**config.mk**
```make
export PLATFORM = sky130hd
export DESIGN_NAME = iot_timer
export DESIGN_NICKNAME = d
export VERILOG_FILES = /design/src/iot_pkg.sv /design/src/iot_timer.sv
export SDC_FILE = /design/constraint.sdc
export NUM_CORES = 2
export LEC_CHECK = 0
export BUFFER_PORTS_ARGS = -buffer_cell sky130_fd_sc_hd__buf_2
export CAP_MARGIN = 20
export CORE_ASPECT_RATIO = 2
export CORE_MARGIN = 2
export CORE_UTILIZATION = 60
export CTS_CLUSTER_DIAMETER = 30
export DETAILED_ROUTE_END_ITERATION = 10
export GPL_TIMING_DRIVEN = 0
export PLACE_DENSITY_LB_ADDON = 0.1
export SLEW_MARGIN = 20
export SYNTH_ARGS = -nofsm -noshare
export SYNTH_HDL_FRONTEND = slang
export SYNTH_SLANG_ARGS = --single-unit
```
**constraint.sdc**
```tcl
create_clock -name clk -period 41.9 [get_ports clk]
set_input_delay 2.095 -clock clk [delete_from_list [all_inputs] [get_ports clk]]
set_output_delay 2.095 -clock clk [all_outputs]
set_load 0.02 [all_outputs]
```
**src/iot_pkg.sv**
```systemverilog
// package for the io timer channel block: offsets, fields, modes, carriers
// assumes a 32-bit axi4-lite master and synchronous pin inputs
package iot_pkg;

  // ****************************************************
  // sizes
  // ****************************************************
  localparam int          NCH      = 10;
  localparam int          CNT_W    = 16;
  localparam int          ADDR_W   = 12;
  localparam logic [15:0] CNT_ONES = 16'hFFFF;
  localparam logic [15:0] CNT_ZERO = 16'h0000;

  // ****************************************************
  // register map, byte addresses
  // ****************************************************
  localparam logic [3:0]  OFS_CNT  = 4'h0;
  localparam logic [3:0]  OFS_RL0  = 4'h4;
  localparam logic [3:0]  OFS_RL1  = 4'h8;
  localparam logic [3:0]  OFS_CTL  = 4'hC;
  localparam logic [11:0] ADR_PRO  = 12'h100;
  localparam logic [11:0] ADR_CEN  = 12'h104;
  localparam int          CH_LSB   = 4;
  localparam int          CH_MSB   = 7;
  localparam int          GLB_LSB  = 8;
  localparam int          MODE_LSB = 16;
  localparam int          MODE_MSB = 18;
  localparam int          LVL_BIT  = 19;
  localparam logic [1:0]  RESP_OK  = 2'h0;
  localparam logic [1:0]  RESP_ERR = 2'h2;
  localparam logic [1:0]  STRB_FULL = 2'h3;

  // ****************************************************
  // types
  // ****************************************************
  typedef enum logic [2:0] {
    MODE_MEAS_FREE,
    MODE_MEAS_CLR,
    MODE_NOISE,
    MODE_PWM,
    MODE_SSHOT,
    MODE_DSSHOT
  } iot_mode_e;

  typedef struct packed {
    logic [CNT_W-1:0] cnt;
    logic [CNT_W-1:0] rl0w;
    logic [CNT_W-1:0] rl1w;
    logic [CNT_W-1:0] act1;
    logic [CNT_W-1:0] meas;
    logic [CNT_W-1:0] shadow;
    logic             hold;
    iot_mode_e        mode;
    logic             lvl;
    logic             cen;
    logic             pro;
    logic             phase;
    logic             parity;
    logic             pend;
    logic             need;
    logic             ext_prev;
    logic             tout;
    logic             irq;
  } iot_ch_s;

  typedef struct packed {
    logic [ADDR_W-1:0] awaddr;
    logic              awvalid;
    logic [31:0]       wdata;
    logic [3:0]        wstrb;
    logic              wvalid;
    logic              bready;
    logic [ADDR_W-1:0] araddr;
    logic              arvalid;
    logic              rready;
  } iot_axi_req_s;

  typedef struct packed {
    logic        awready;
    logic        wready;
    logic        bvalid;
    logic [1:0]  bresp;
    logic        arready;
    logic        rvalid;
    logic [31:0] rdata;
    logic [1:0]  rresp;
  } iot_axi_rsp_s;

endpackage

```
**src/iot_timer.sv**
```systemverilog
// ten down-counting io timer channels behind an axi4-lite slave
// assumes count_tick and ext_in are synchronous to clk, ticks one cycle wide
// and never in two consecutive cycles
//
// Implementation choices: register access over AXI4-Lite and the register offsets.

// Operation
// - capture after counter write stores pre-write value
// - capture after measure clear stores pre-clear value
// - counter read returns live contents at once
// - noise: count at valid level, underflow interrupts, stops
// - noise: invalid level halts, return reloads and counts
// - noise: valid width is reload 0 plus 1
// - noise: underflow or enable write 0 stops
// - pwm: enable loads reload 0, then counts down
// - pwm: reload 0 first, then alternate per underflow
// - pwm: phases are reload 0+1, reload 1+1
// - pwm: enable write 0 stops immediately
// - pwm: output toggles at start and each underflow
// - pwm: interrupt only on even underflows
// - reload reads return written, not active, value
// - word write at reload 1 updates both
// - reload writes before reload-0 event apply now
// - single shot: load reload 0, stop at underflow
// - single shot: toggles at start and underflow
// - delayed shot: reload at first, stop second underflow
// - delayed shot: toggle and interrupt both underflows
// - collision priorities between enable, stop, writes
// - all ones readable one cycle after underflow
// - enable bit clears itself on underflow stop
// - enable writes ignored while protect bit set
module iot_timer
  import iot_pkg::*;
#(
  parameter int N = NCH
) (
  input  wire logic         clk,
  input  wire logic         rst,
  input  wire iot_axi_req_s axi_req,
  output iot_axi_rsp_s      axi_rsp,
  input  wire logic [N-1:0] count_tick,
  input  wire logic [N-1:0] ext_in,
  output logic      [N-1:0] tout,
  output logic      [N-1:0] irq
);

  // ****************************************************
  // state
  // ****************************************************
  typedef struct packed {
    logic              awrdy;
    logic              aw_full;
    logic [ADDR_W-1:0] aw_addr;
    logic              wrdy;
    logic              w_full;
    logic [31:0]       w_data;
    logic [3:0]        w_strb;
    logic              bvalid;
    logic [1:0]        bresp;
    logic              arrdy;
    logic              rvalid;
    logic [31:0]       rdata;
    logic [1:0]        rresp;
    iot_ch_s [N-1:0]   ch;
  } iot_state_s;

  iot_state_s  state_reg;
  iot_state_s  state_next;
  iot_ch_s     o;
  iot_ch_s     c;
  logic        do_wr;
  logic        wr_ch_ok;
  logic        wr_lo;
  logic        wr_hi;
  logic [3:0]  wsel;
  logic [3:0]  wch;
  logic [3:0]  rch;
  logic [3:0]  rsel;
  logic        rd_ch_ok;
  logic [31:0] rdv;
  logic        rok;
  logic        sw1;
  logic        sw0;
  logic        edge_in;
  logic        lvl_ok;
  logic        cnt_go;
  logic        uf;
  logic        stop;
  logic        start;
  logic        ext_en;
  logic [CNT_W-1:0] cap;

  // ****************************************************
  // next state
  // ****************************************************
  always_comb begin
    state_next = state_reg;
    o          = '0;
    c          = '0;
    sw1        = 1'b0;
    sw0        = 1'b0;
    edge_in    = 1'b0;
    lvl_ok     = 1'b0;
    cnt_go     = 1'b0;
    uf         = 1'b0;
    stop       = 1'b0;
    start      = 1'b0;
    ext_en     = 1'b0;
    cap        = '0;
    rdv        = '0;
    rok        = 1'b0;

    // write address and data are taken independently, in either order
    if (state_reg.awrdy && axi_req.awvalid) begin
      state_next.aw_full = 1'b1;
      state_next.aw_addr = axi_req.awaddr;
    end
    if (state_reg.wrdy && axi_req.wvalid) begin
      state_next.w_full = 1'b1;
      state_next.w_data = axi_req.wdata;
      state_next.w_strb = axi_req.wstrb;
    end
    do_wr    = state_reg.aw_full && state_reg.w_full && !state_reg.bvalid;
    wch      = state_reg.aw_addr[CH_MSB:CH_LSB];
    wsel     = state_reg.aw_addr[CH_LSB-1:0];
    wr_ch_ok = (state_reg.aw_addr[ADDR_W-1:GLB_LSB] == '0)
               && (32'(wch) < 32'(N));
    // registers are halfword wide; byte writes to a half are dropped
    wr_lo    = (state_reg.w_strb[1:0] == STRB_FULL);
    wr_hi    = (state_reg.w_strb[3:2] == STRB_FULL);
    if (do_wr) begin
      state_next.aw_full = 1'b0;
      state_next.w_full  = 1'b0;
      state_next.bvalid  = 1'b1;
      state_next.bresp   = (wr_ch_ok || state_reg.aw_addr == ADR_PRO
                            || state_reg.aw_addr == ADR_CEN)
                           ? RESP_OK : RESP_ERR;
    end
    if (state_reg.bvalid && axi_req.bready) begin
      state_next.bvalid = 1'b0;
    end
    state_next.awrdy = !state_next.aw_full;
    state_next.wrdy  = !state_next.w_full;

    // read decode
    rch      = axi_req.araddr[CH_MSB:CH_LSB];
    rsel     = axi_req.araddr[CH_LSB-1:0];
    rd_ch_ok = (axi_req.araddr[ADDR_W-1:GLB_LSB] == '0)
               && (32'(rch) < 32'(N));
    if (axi_req.araddr == ADR_PRO) begin
      rok = 1'b1;
      for (int i = 0; i < N; i++) begin
        rdv[i] = state_reg.ch[i].pro;
      end
    end else if (axi_req.araddr == ADR_CEN) begin
      rok = 1'b1;
      for (int i = 0; i < N; i++) begin
        rdv[i] = state_reg.ch[i].cen;
      end
    end else if (rd_ch_ok) begin
      rok = 1'b1;
      case (rsel)
        OFS_CNT: rdv[CNT_W-1:0] = state_reg.ch[rch].cnt;
        OFS_RL0: rdv[CNT_W-1:0] = state_reg.ch[rch].rl0w;
        OFS_RL1: rdv[CNT_W-1:0] = state_reg.ch[rch].rl1w;
        OFS_CTL: begin
          rdv[CNT_W-1:0]         = state_reg.ch[rch].meas;
          rdv[MODE_MSB:MODE_LSB] = state_reg.ch[rch].mode;
          rdv[LVL_BIT]           = state_reg.ch[rch].lvl;
        end
        default: rok = 1'b0;
      endcase
    end
    if (state_reg.arrdy && axi_req.arvalid) begin
      state_next.arrdy  = 1'b0;
      state_next.rvalid = 1'b1;
      state_next.rdata  = rdv;
      state_next.rresp  = rok ? RESP_OK : RESP_ERR;
    end
    if (state_reg.rvalid && axi_req.rready) begin
      state_next.rvalid = 1'b0;
      state_next.arrdy  = 1'b1;
    end

    // ****************************************************
    // channels
    // ****************************************************
    for (int i = 0; i < N; i++) begin
      o = state_reg.ch[i];
      c = o;
      c.irq      = 1'b0;
      c.ext_prev = ext_in[i];
      edge_in    = ext_in[i] && !o.ext_prev;
      lvl_ok     = (ext_in[i] == o.lvl);
      // protect bit gates enable writes
      sw1 = do_wr && wr_lo && state_reg.aw_addr == ADR_CEN && !o.pro
            && state_reg.w_data[i];
      sw0 = do_wr && wr_lo && state_reg.aw_addr == ADR_CEN && !o.pro
            && !state_reg.w_data[i];
      // pre-write value survives until the next tick
      cap = o.hold ? o.shadow : o.cnt;
      if (!o.hold) begin
        c.shadow = o.cnt;
      end
      if (count_tick[i]) begin
        c.hold = 1'b0;
      end

      // pending reload: the cycle after underflow shows all ones
      if (o.pend) begin
        c.pend = 1'b0;
        if (o.mode == MODE_PWM && o.phase) begin
          c.cnt = o.act1;
        end else begin
          c.cnt = o.rl0w;
          // reload 1 for this period is fixed at the reload-0 event
          c.act1 = o.rl1w;
        end
      end

      cnt_go = o.cen && count_tick[i] && !o.pend
               && (o.mode != MODE_NOISE || (lvl_ok && !o.need));
      uf     = cnt_go && (o.cnt == CNT_ZERO);
      if (cnt_go) begin
        c.cnt = o.cnt - 1'b1;
      end

      case (o.mode)
        MODE_MEAS_FREE, MODE_MEAS_CLR: begin
          if (uf) begin
            c.irq = 1'b1;
          end
          if (o.cen && edge_in) begin
            c.meas = cap;
            c.irq  = 1'b1;
            if (o.mode == MODE_MEAS_CLR) begin
              c.cnt  = CNT_ONES;
              c.hold = 1'b1;
            end
          end
        end
        MODE_NOISE: begin
          if (o.cen && !lvl_ok) begin
            c.need = 1'b1;
          end else if (o.cen && o.need) begin
            c.cnt  = o.rl0w;
            c.need = 1'b0;
          end
          if (uf) begin
            stop  = 1'b1;
            c.irq = 1'b1;
          end
        end
        MODE_PWM: begin
          if (uf) begin
            c.pend   = 1'b1;
            c.phase  = !o.phase;
            c.tout   = !o.tout;
            c.parity = !o.parity;
            c.irq    = o.parity;
          end
        end
        MODE_SSHOT: begin
          if (uf) begin
            stop   = 1'b1;
            c.tout = !o.tout;
            c.irq  = 1'b1;
          end
        end
        MODE_DSSHOT: begin
          if (uf) begin
            c.tout  = !o.tout;
            c.irq   = 1'b1;
            c.phase = 1'b1;
            if (o.phase) begin
              stop = 1'b1;
            end else begin
              c.pend = 1'b1;
            end
          end
        end
        default: begin
          c.cen = 1'b0;
        end
      endcase

      // enable arbitration in one cycle
      ext_en = edge_in && (o.mode == MODE_PWM || o.mode == MODE_SSHOT
                           || o.mode == MODE_DSSHOT);
      start  = (sw1 && (!o.cen || stop))
               || (ext_en && !o.cen && !sw0);
      if (sw1) begin
        c.cen = 1'b1;
      end else if (sw0) begin
        c.cen  = 1'b0;
        c.pend = 1'b0;
      end else if (stop) begin
        c.cen = 1'b0;
      end else if (start) begin
        c.cen = 1'b1;
      end
      if (start) begin
        c.pend   = 1'b0;
        c.need   = 1'b1;
        c.phase  = 1'b0;
        c.parity = 1'b0;
        if (o.mode == MODE_PWM || o.mode == MODE_SSHOT) begin
          c.cnt  = o.rl0w;
          c.act1 = o.rl1w;
          c.tout = !c.tout;
        end
      end

      // software writes to the channel's own registers
      if (do_wr && wr_ch_ok && 32'(wch) == i) begin
        case (wsel)
          OFS_CNT: begin
            if (wr_lo) begin
              c.cnt  = state_reg.w_data[CNT_W-1:0];
              c.hold = 1'b1;
            end
          end
          OFS_RL0: begin
            if (wr_lo) begin
              c.rl0w = state_reg.w_data[CNT_W-1:0];
            end
          end
          OFS_RL1: begin
            // a word write lands reload 1 and reload 0 together, so
            // no reload event can see only one of them
            if (wr_lo) begin
              c.rl1w = state_reg.w_data[CNT_W-1:0];
            end
            if (wr_hi) begin
              c.rl0w = state_reg.w_data[31:CNT_W];
            end
          end
          OFS_CTL: begin
            if (wr_hi) begin
              c.mode = iot_mode_e'(state_reg.w_data[MODE_MSB:MODE_LSB]);
              c.lvl  = state_reg.w_data[LVL_BIT];
            end
          end
          default: begin
            c.rl0w = o.rl0w;
          end
        endcase
      end
      if (do_wr && wr_lo && state_reg.aw_addr == ADR_PRO) begin
        c.pro = state_reg.w_data[i];
      end
      state_next.ch[i] = c;
    end
  end

  // ****************************************************
  // registers
  // ****************************************************
  always_ff @(posedge clk or posedge rst) begin
    if (rst) begin
      state_reg       <= '0;
      state_reg.awrdy <= 1'b1;
      state_reg.wrdy  <= 1'b1;
      state_reg.arrdy <= 1'b1;
    end else begin
      state_reg <= state_next;
    end
  end

  // ****************************************************
  // outputs
  // ****************************************************
  assign axi_rsp.awready = state_reg.awrdy;
  assign axi_rsp.wready  = state_reg.wrdy;
  assign axi_rsp.bvalid  = state_reg.bvalid;
  assign axi_rsp.bresp   = state_reg.bresp;
  assign axi_rsp.arready = state_reg.arrdy;
  assign axi_rsp.rvalid  = state_reg.rvalid;
  assign axi_rsp.rdata   = state_reg.rdata;
  assign axi_rsp.rresp   = state_reg.rresp;

  for (genvar g = 0; g < N; g++) begin : g_out
    assign tout[g] = state_reg.ch[g].tout;
    assign irq[g]  = state_reg.ch[g].irq;
  end

endmodule

```
==> flow_summary.ini, run 1 <==
[logic_synthesis]
synth_edf_count = 0
postSynthCellCount = 5783
postSynthAreaPerCell_um2 = 10.6
ys_seq_area_frac = 0.482
yosysUniqueCellTypes = 102
synth_warnings = 0
ys.flop_type = dfrtp_1
yosys_register_bits = 1177
synth_area_um2 = 61100
synth-async-reset-ratio = 1.00

[clock_network]
cts-buffers-inserted = 154
ctsLongestPathBuffers = 3
cts_setup_buffers = 0
root_buffer = clkbuf_16
htreeDepth = 4
cts_hold_buf = 0
cts_resized = 0
clock_sinks = 1177

[floorplan]
rows = 165
dieWidth_um = 230
io-pin-count = 148
die_y_um = 455
initial_utilization = 0.605

[global_route]
grt_max_degree = 111
grt_usage = 0.763
grt_first_pass_wirelength_um = 580000
grt-ovfl-total = 1937
grt_pass1_vias = 65700

[run_status]
haltStage = global routing (5_1_grt)
error_line = [ERROR GRT-0116] Global routing finished with congestion. Check the congestion regions in the DRC Viewer.
outcome = aborted with a tool error

[placed_design]
dpl_cell_area_um2 = 65200
gp_congestion = 1.28
place_hpwl_um = 253000
io_buffers = 131
==> kinds of logic after synthesis <==
group,synth area share
AO/OA/AOI/OAI,0.138
AND/OR/NAND/NOR,0.127
other,0.0000614
flip-flops,0.482
buffers and inverters,0.0385
multiplexers,0.202
XOR/XNOR,0.00975
adder cells (fa/ha/maj),0.00225
==> cell usage after synthesis (23+ instances only) <==
cell	instances	area share
a211oi_1	39	0.0048
a21oi_1	326	0.027
a221oi_1	39	0.0056
a22oi_1	98	0.012
a31oi_1	68	0.0070
and2_1	41	0.0042
and3_1	28	0.0029
buf_1	32	0.0020
buf_2	23	0.0019
buf_4	66	0.0081
clkbuf_1	336	0.021
dfrtp_1	1174	0.48
inv_1	79	0.0049
mux2_1	35	0.0065
mux2_2	731	0.13
mux2i_1	66	0.011
mux4_2	136	0.050
nand2_1	638	0.039
nand2b_1	49	0.0050
nand3_1	111	0.0091
nand4_1	26	0.0027
nor2_1	461	0.028
nor3_1	107	0.0088
nor4_1	33	0.0034
o211ai_1	30	0.0037
o21ai_0	410	0.034
o22ai_1	39	0.0040
o31ai_1	24	0.0030
or3_1	41	0.0042
xnor2_1	42	0.0060
xor2_1	26	0.0037
==> metal layers <==
layer | GRT usage | GRT overflow
met1 | 0.725 | 14
met2 | 0.995 | 1277
met3 | 0.552 | 32
met4 | 0.827 | 604
met5 | 0.192 | 10
==> metrics by stage <==
step                      std cells  setup slack, ps
after CTS                      7606            36330
after floorplan                5796             6660
after detailed placement       7328            35530
after global placement         7263            -4640
==> run 2: changes to the inputs <==
--- a/config.mk
+++ b/config.mk
@@ -7,13 +7,11 @@
 export LEC_CHECK = 0
 export BUFFER_PORTS_ARGS = -buffer_cell sky130_fd_sc_hd__buf_2
 export CAP_MARGIN = 20
-export CORE_ASPECT_RATIO = 2
 export CORE_MARGIN = 2
-export CORE_UTILIZATION = 60
-export CTS_CLUSTER_DIAMETER = 30
+export CORE_UTILIZATION = 40
 export DETAILED_ROUTE_END_ITERATION = 10
 export GPL_TIMING_DRIVEN = 0
-export PLACE_DENSITY_LB_ADDON = 0.1
+export PLACE_DENSITY_LB_ADDON = 0.15
 export SLEW_MARGIN = 20
 export SYNTH_ARGS = -nofsm -noshare
 export SYNTH_HDL_FRONTEND = slang
==> run 2 against run 1 <==
  * The flow now finishes without violations
  * Synthesized cell count did not move
  * Area after synthesis did not move
==> flow_summary.ini, run 2 <==
[placed_design]
place_hpwl_um = 240000
dp_cells = 8028
dpl_cell_area_um2 = 66300
post-place-ws_ps = 35370
gp_congestion = 1.05
io_buffers = 131

[timing]
finalHoldViolCount = 0
worstMarginPinSlew_ps = 1320
timing.fmax_mhz = 167
rsz0062_at_grt = false
drv_slew = 0
relSlewSlack = 0.111
fin_ws_ps = 35930
min_period_ps = 5970
skew_ps = 35.2
finalSetupViolations = 0
final.period_utilization = 0.143

[setup_path]
startpoint_type = input pin
crit_arrival_ps = 6610
rr_worst_depth = 14
rr_startpoint = state_reg[204]
r2r_slack_ps = 36540
end_kind = flop
r2r-end = state_reg[984]
crit_fanout = 10
cp.required_ps = 42540
critical_path_class = in2reg

[clock_network]
cts.clk_slew.worst_paths_ps = 60
root_buffer = clkbuf_16
cts_resized = 0
clock_sinks = 1177
cts_hold_buf = 0
htreeDepth = 4
cts_tree = built
clock_latency_ps = 820
cts-buffers-inserted = 138
ctsLongestPathBuffers = 3
cts_setup_buffers = 0

[worst_hold_path]
hp-class = reg2reg
hold_depth = 1
hold_start = tout[7]
holdPathEnd = tout[7]

[logic_synthesis]
ys_seq_area_frac = 0.482
synth_top_cell_by_area = dfrtp_1
postSynthAreaPerCell_um2 = 10.6
synth_area_leaders = dfrtp_1, mux2_2, mux4_2, nand2_1, o21ai_0
synth_top_area_share = 0.481
yosysMostFrequentCell = dfrtp_1
yosysUniqueCellTypes = 102
postSynthCellCount = 5783
synth_edf_count = 0
ys.flop_type = dfrtp_1
synth-async-reset-ratio = 1.00
synth_common_cells = dfrtp_1, mux2_2, nand2_1, nor2_1, o21ai_0
synth_area_um2 = 61100
yosys_register_bits = 1177
synth_warnings = 0

[global_route]
grt-ovfl-total = 0
grt_usage = 0.384
grt_max_degree = 100
antenna_found_initial = 47
grt_pass1_vias = 50000
grt_first_pass_wirelength_um = 412000

[layout]
final_cell_mix = dfrtp_1, mux2_2, nand2_1
finalInstanceArea_um2 = 71100
layout.cells.non_filler = 8316
layout.cells.most_common = dfrtp_1
area_delta_synth_final_pct = 16.5
layout.nets = 6238
largest_reg_flops = 1022
utilization = 0.469
drive_gt1_frac = 0.247

[drt]
ant_nets = 0
wl_um = 305000
avgRoutedWirePerCell_um = 36.6
drcViolationCount = 0
drt_iter0_drc = 8280
drtPass1Iterations = 8
vias = 53800
via_per_inst = 6.47

[floorplan]
die-area_um2 = 156000
dieWidth_um = 395
die_y_um = 395
io-pin-count = 148
rows = 143
initial_utilization = 0.402
core_um2 = 152000

[power_and_ir_drop]
power_density_nw_per_um2 = 52.9
vdd_drop_max_v = 0.0000537
p_leak_nw = 29.4

[run]
maxCapViolations = 0

[run_status]
outcome = finished clean
run 2: cell counts after synthesis:
Identical to the previous run, type by type.
run 2: area by class of cell:
cell class,count,area [um2]
Fill cell,14400,80600
Antenna cell,34,85.1
Tap cell,2030,2540
Multi-Input combinational cell,4074,29600
Clock inverter,54,682
Timing Repair Buffer,204,2300
Inverter,83,319
Buffer,462,2110
Clock buffer,198,4010
Sequential cell,1177,29500
run 2: worst max-delay path, cell delays in order:
cell and delay [ps]:
buf_2 170, clkbuf_1 760, clkbuf_1 760, clkbuf_1 870, mux4_2 460, nand2_1 150, o21ai_0 110, a221oi_1 1040
o21ai_0 160
run 2: stage by stage:
step / TNS [ps] / hold slack [ps] / power [W]
2_1_floorplan: 0 / 443 / 0.00175
5_1_grt: 0 / 494 / 0.00382
3_5_place_dp: 0 / 459 / 0.00243
4_1_cts: 0 / 471 / 0.00369
3_3_place_gp: -8574680 / 458 / 0.00227
6_report: 0 / 466 / 0.00376
run 2: how the worst max path moves through the flow:
stage / startpoint / end / cells after the start
final: axi_req[7] / axi_rsp[13] / 9
after floorplan: rst / axi_rsp[10] / 1
after global routing: axi_req[7] / axi_rsp[13] / 9
after CTS: count_tick[3] / state_reg[432] / 11
after global placement: rst / state_reg[697] / 2
after detailed placement: count_tick[3] / state_reg[432] / 11
run 2: per-layer routing:
metal	vias up	GRT usage	wire [um]
met5	-	0	182
met4	22	0.174	15400
met3	604	0.171	44100
met2	3622	0.508	120000
met1	27700	0.533	125000
li1	21900	-	-
run 2: kinds of logic after synthesis:
kind of cell             synth area share
AND/OR/NAND/NOR                     0.127
adder cells (fa/ha/maj)           0.00225
buffers and inverters              0.0385
multiplexers                        0.202
flip-flops                          0.482
AO/OA/AOI/OAI                       0.138
XOR/XNOR                          0.00975
other                           0.0000614
run 2: power by group:
group / total (W) / internal [W] / leakage, nW / switching [W]
clock network: 0.00127 / 0.000735 / 2.28 / 0.000533
registers: 0.00143 / 0.00125 / 14.7 / 0.000172
logic: 0.00107 / 0.000349 / 12.4 / 0.000720
(Power assumes the default switching activity.)
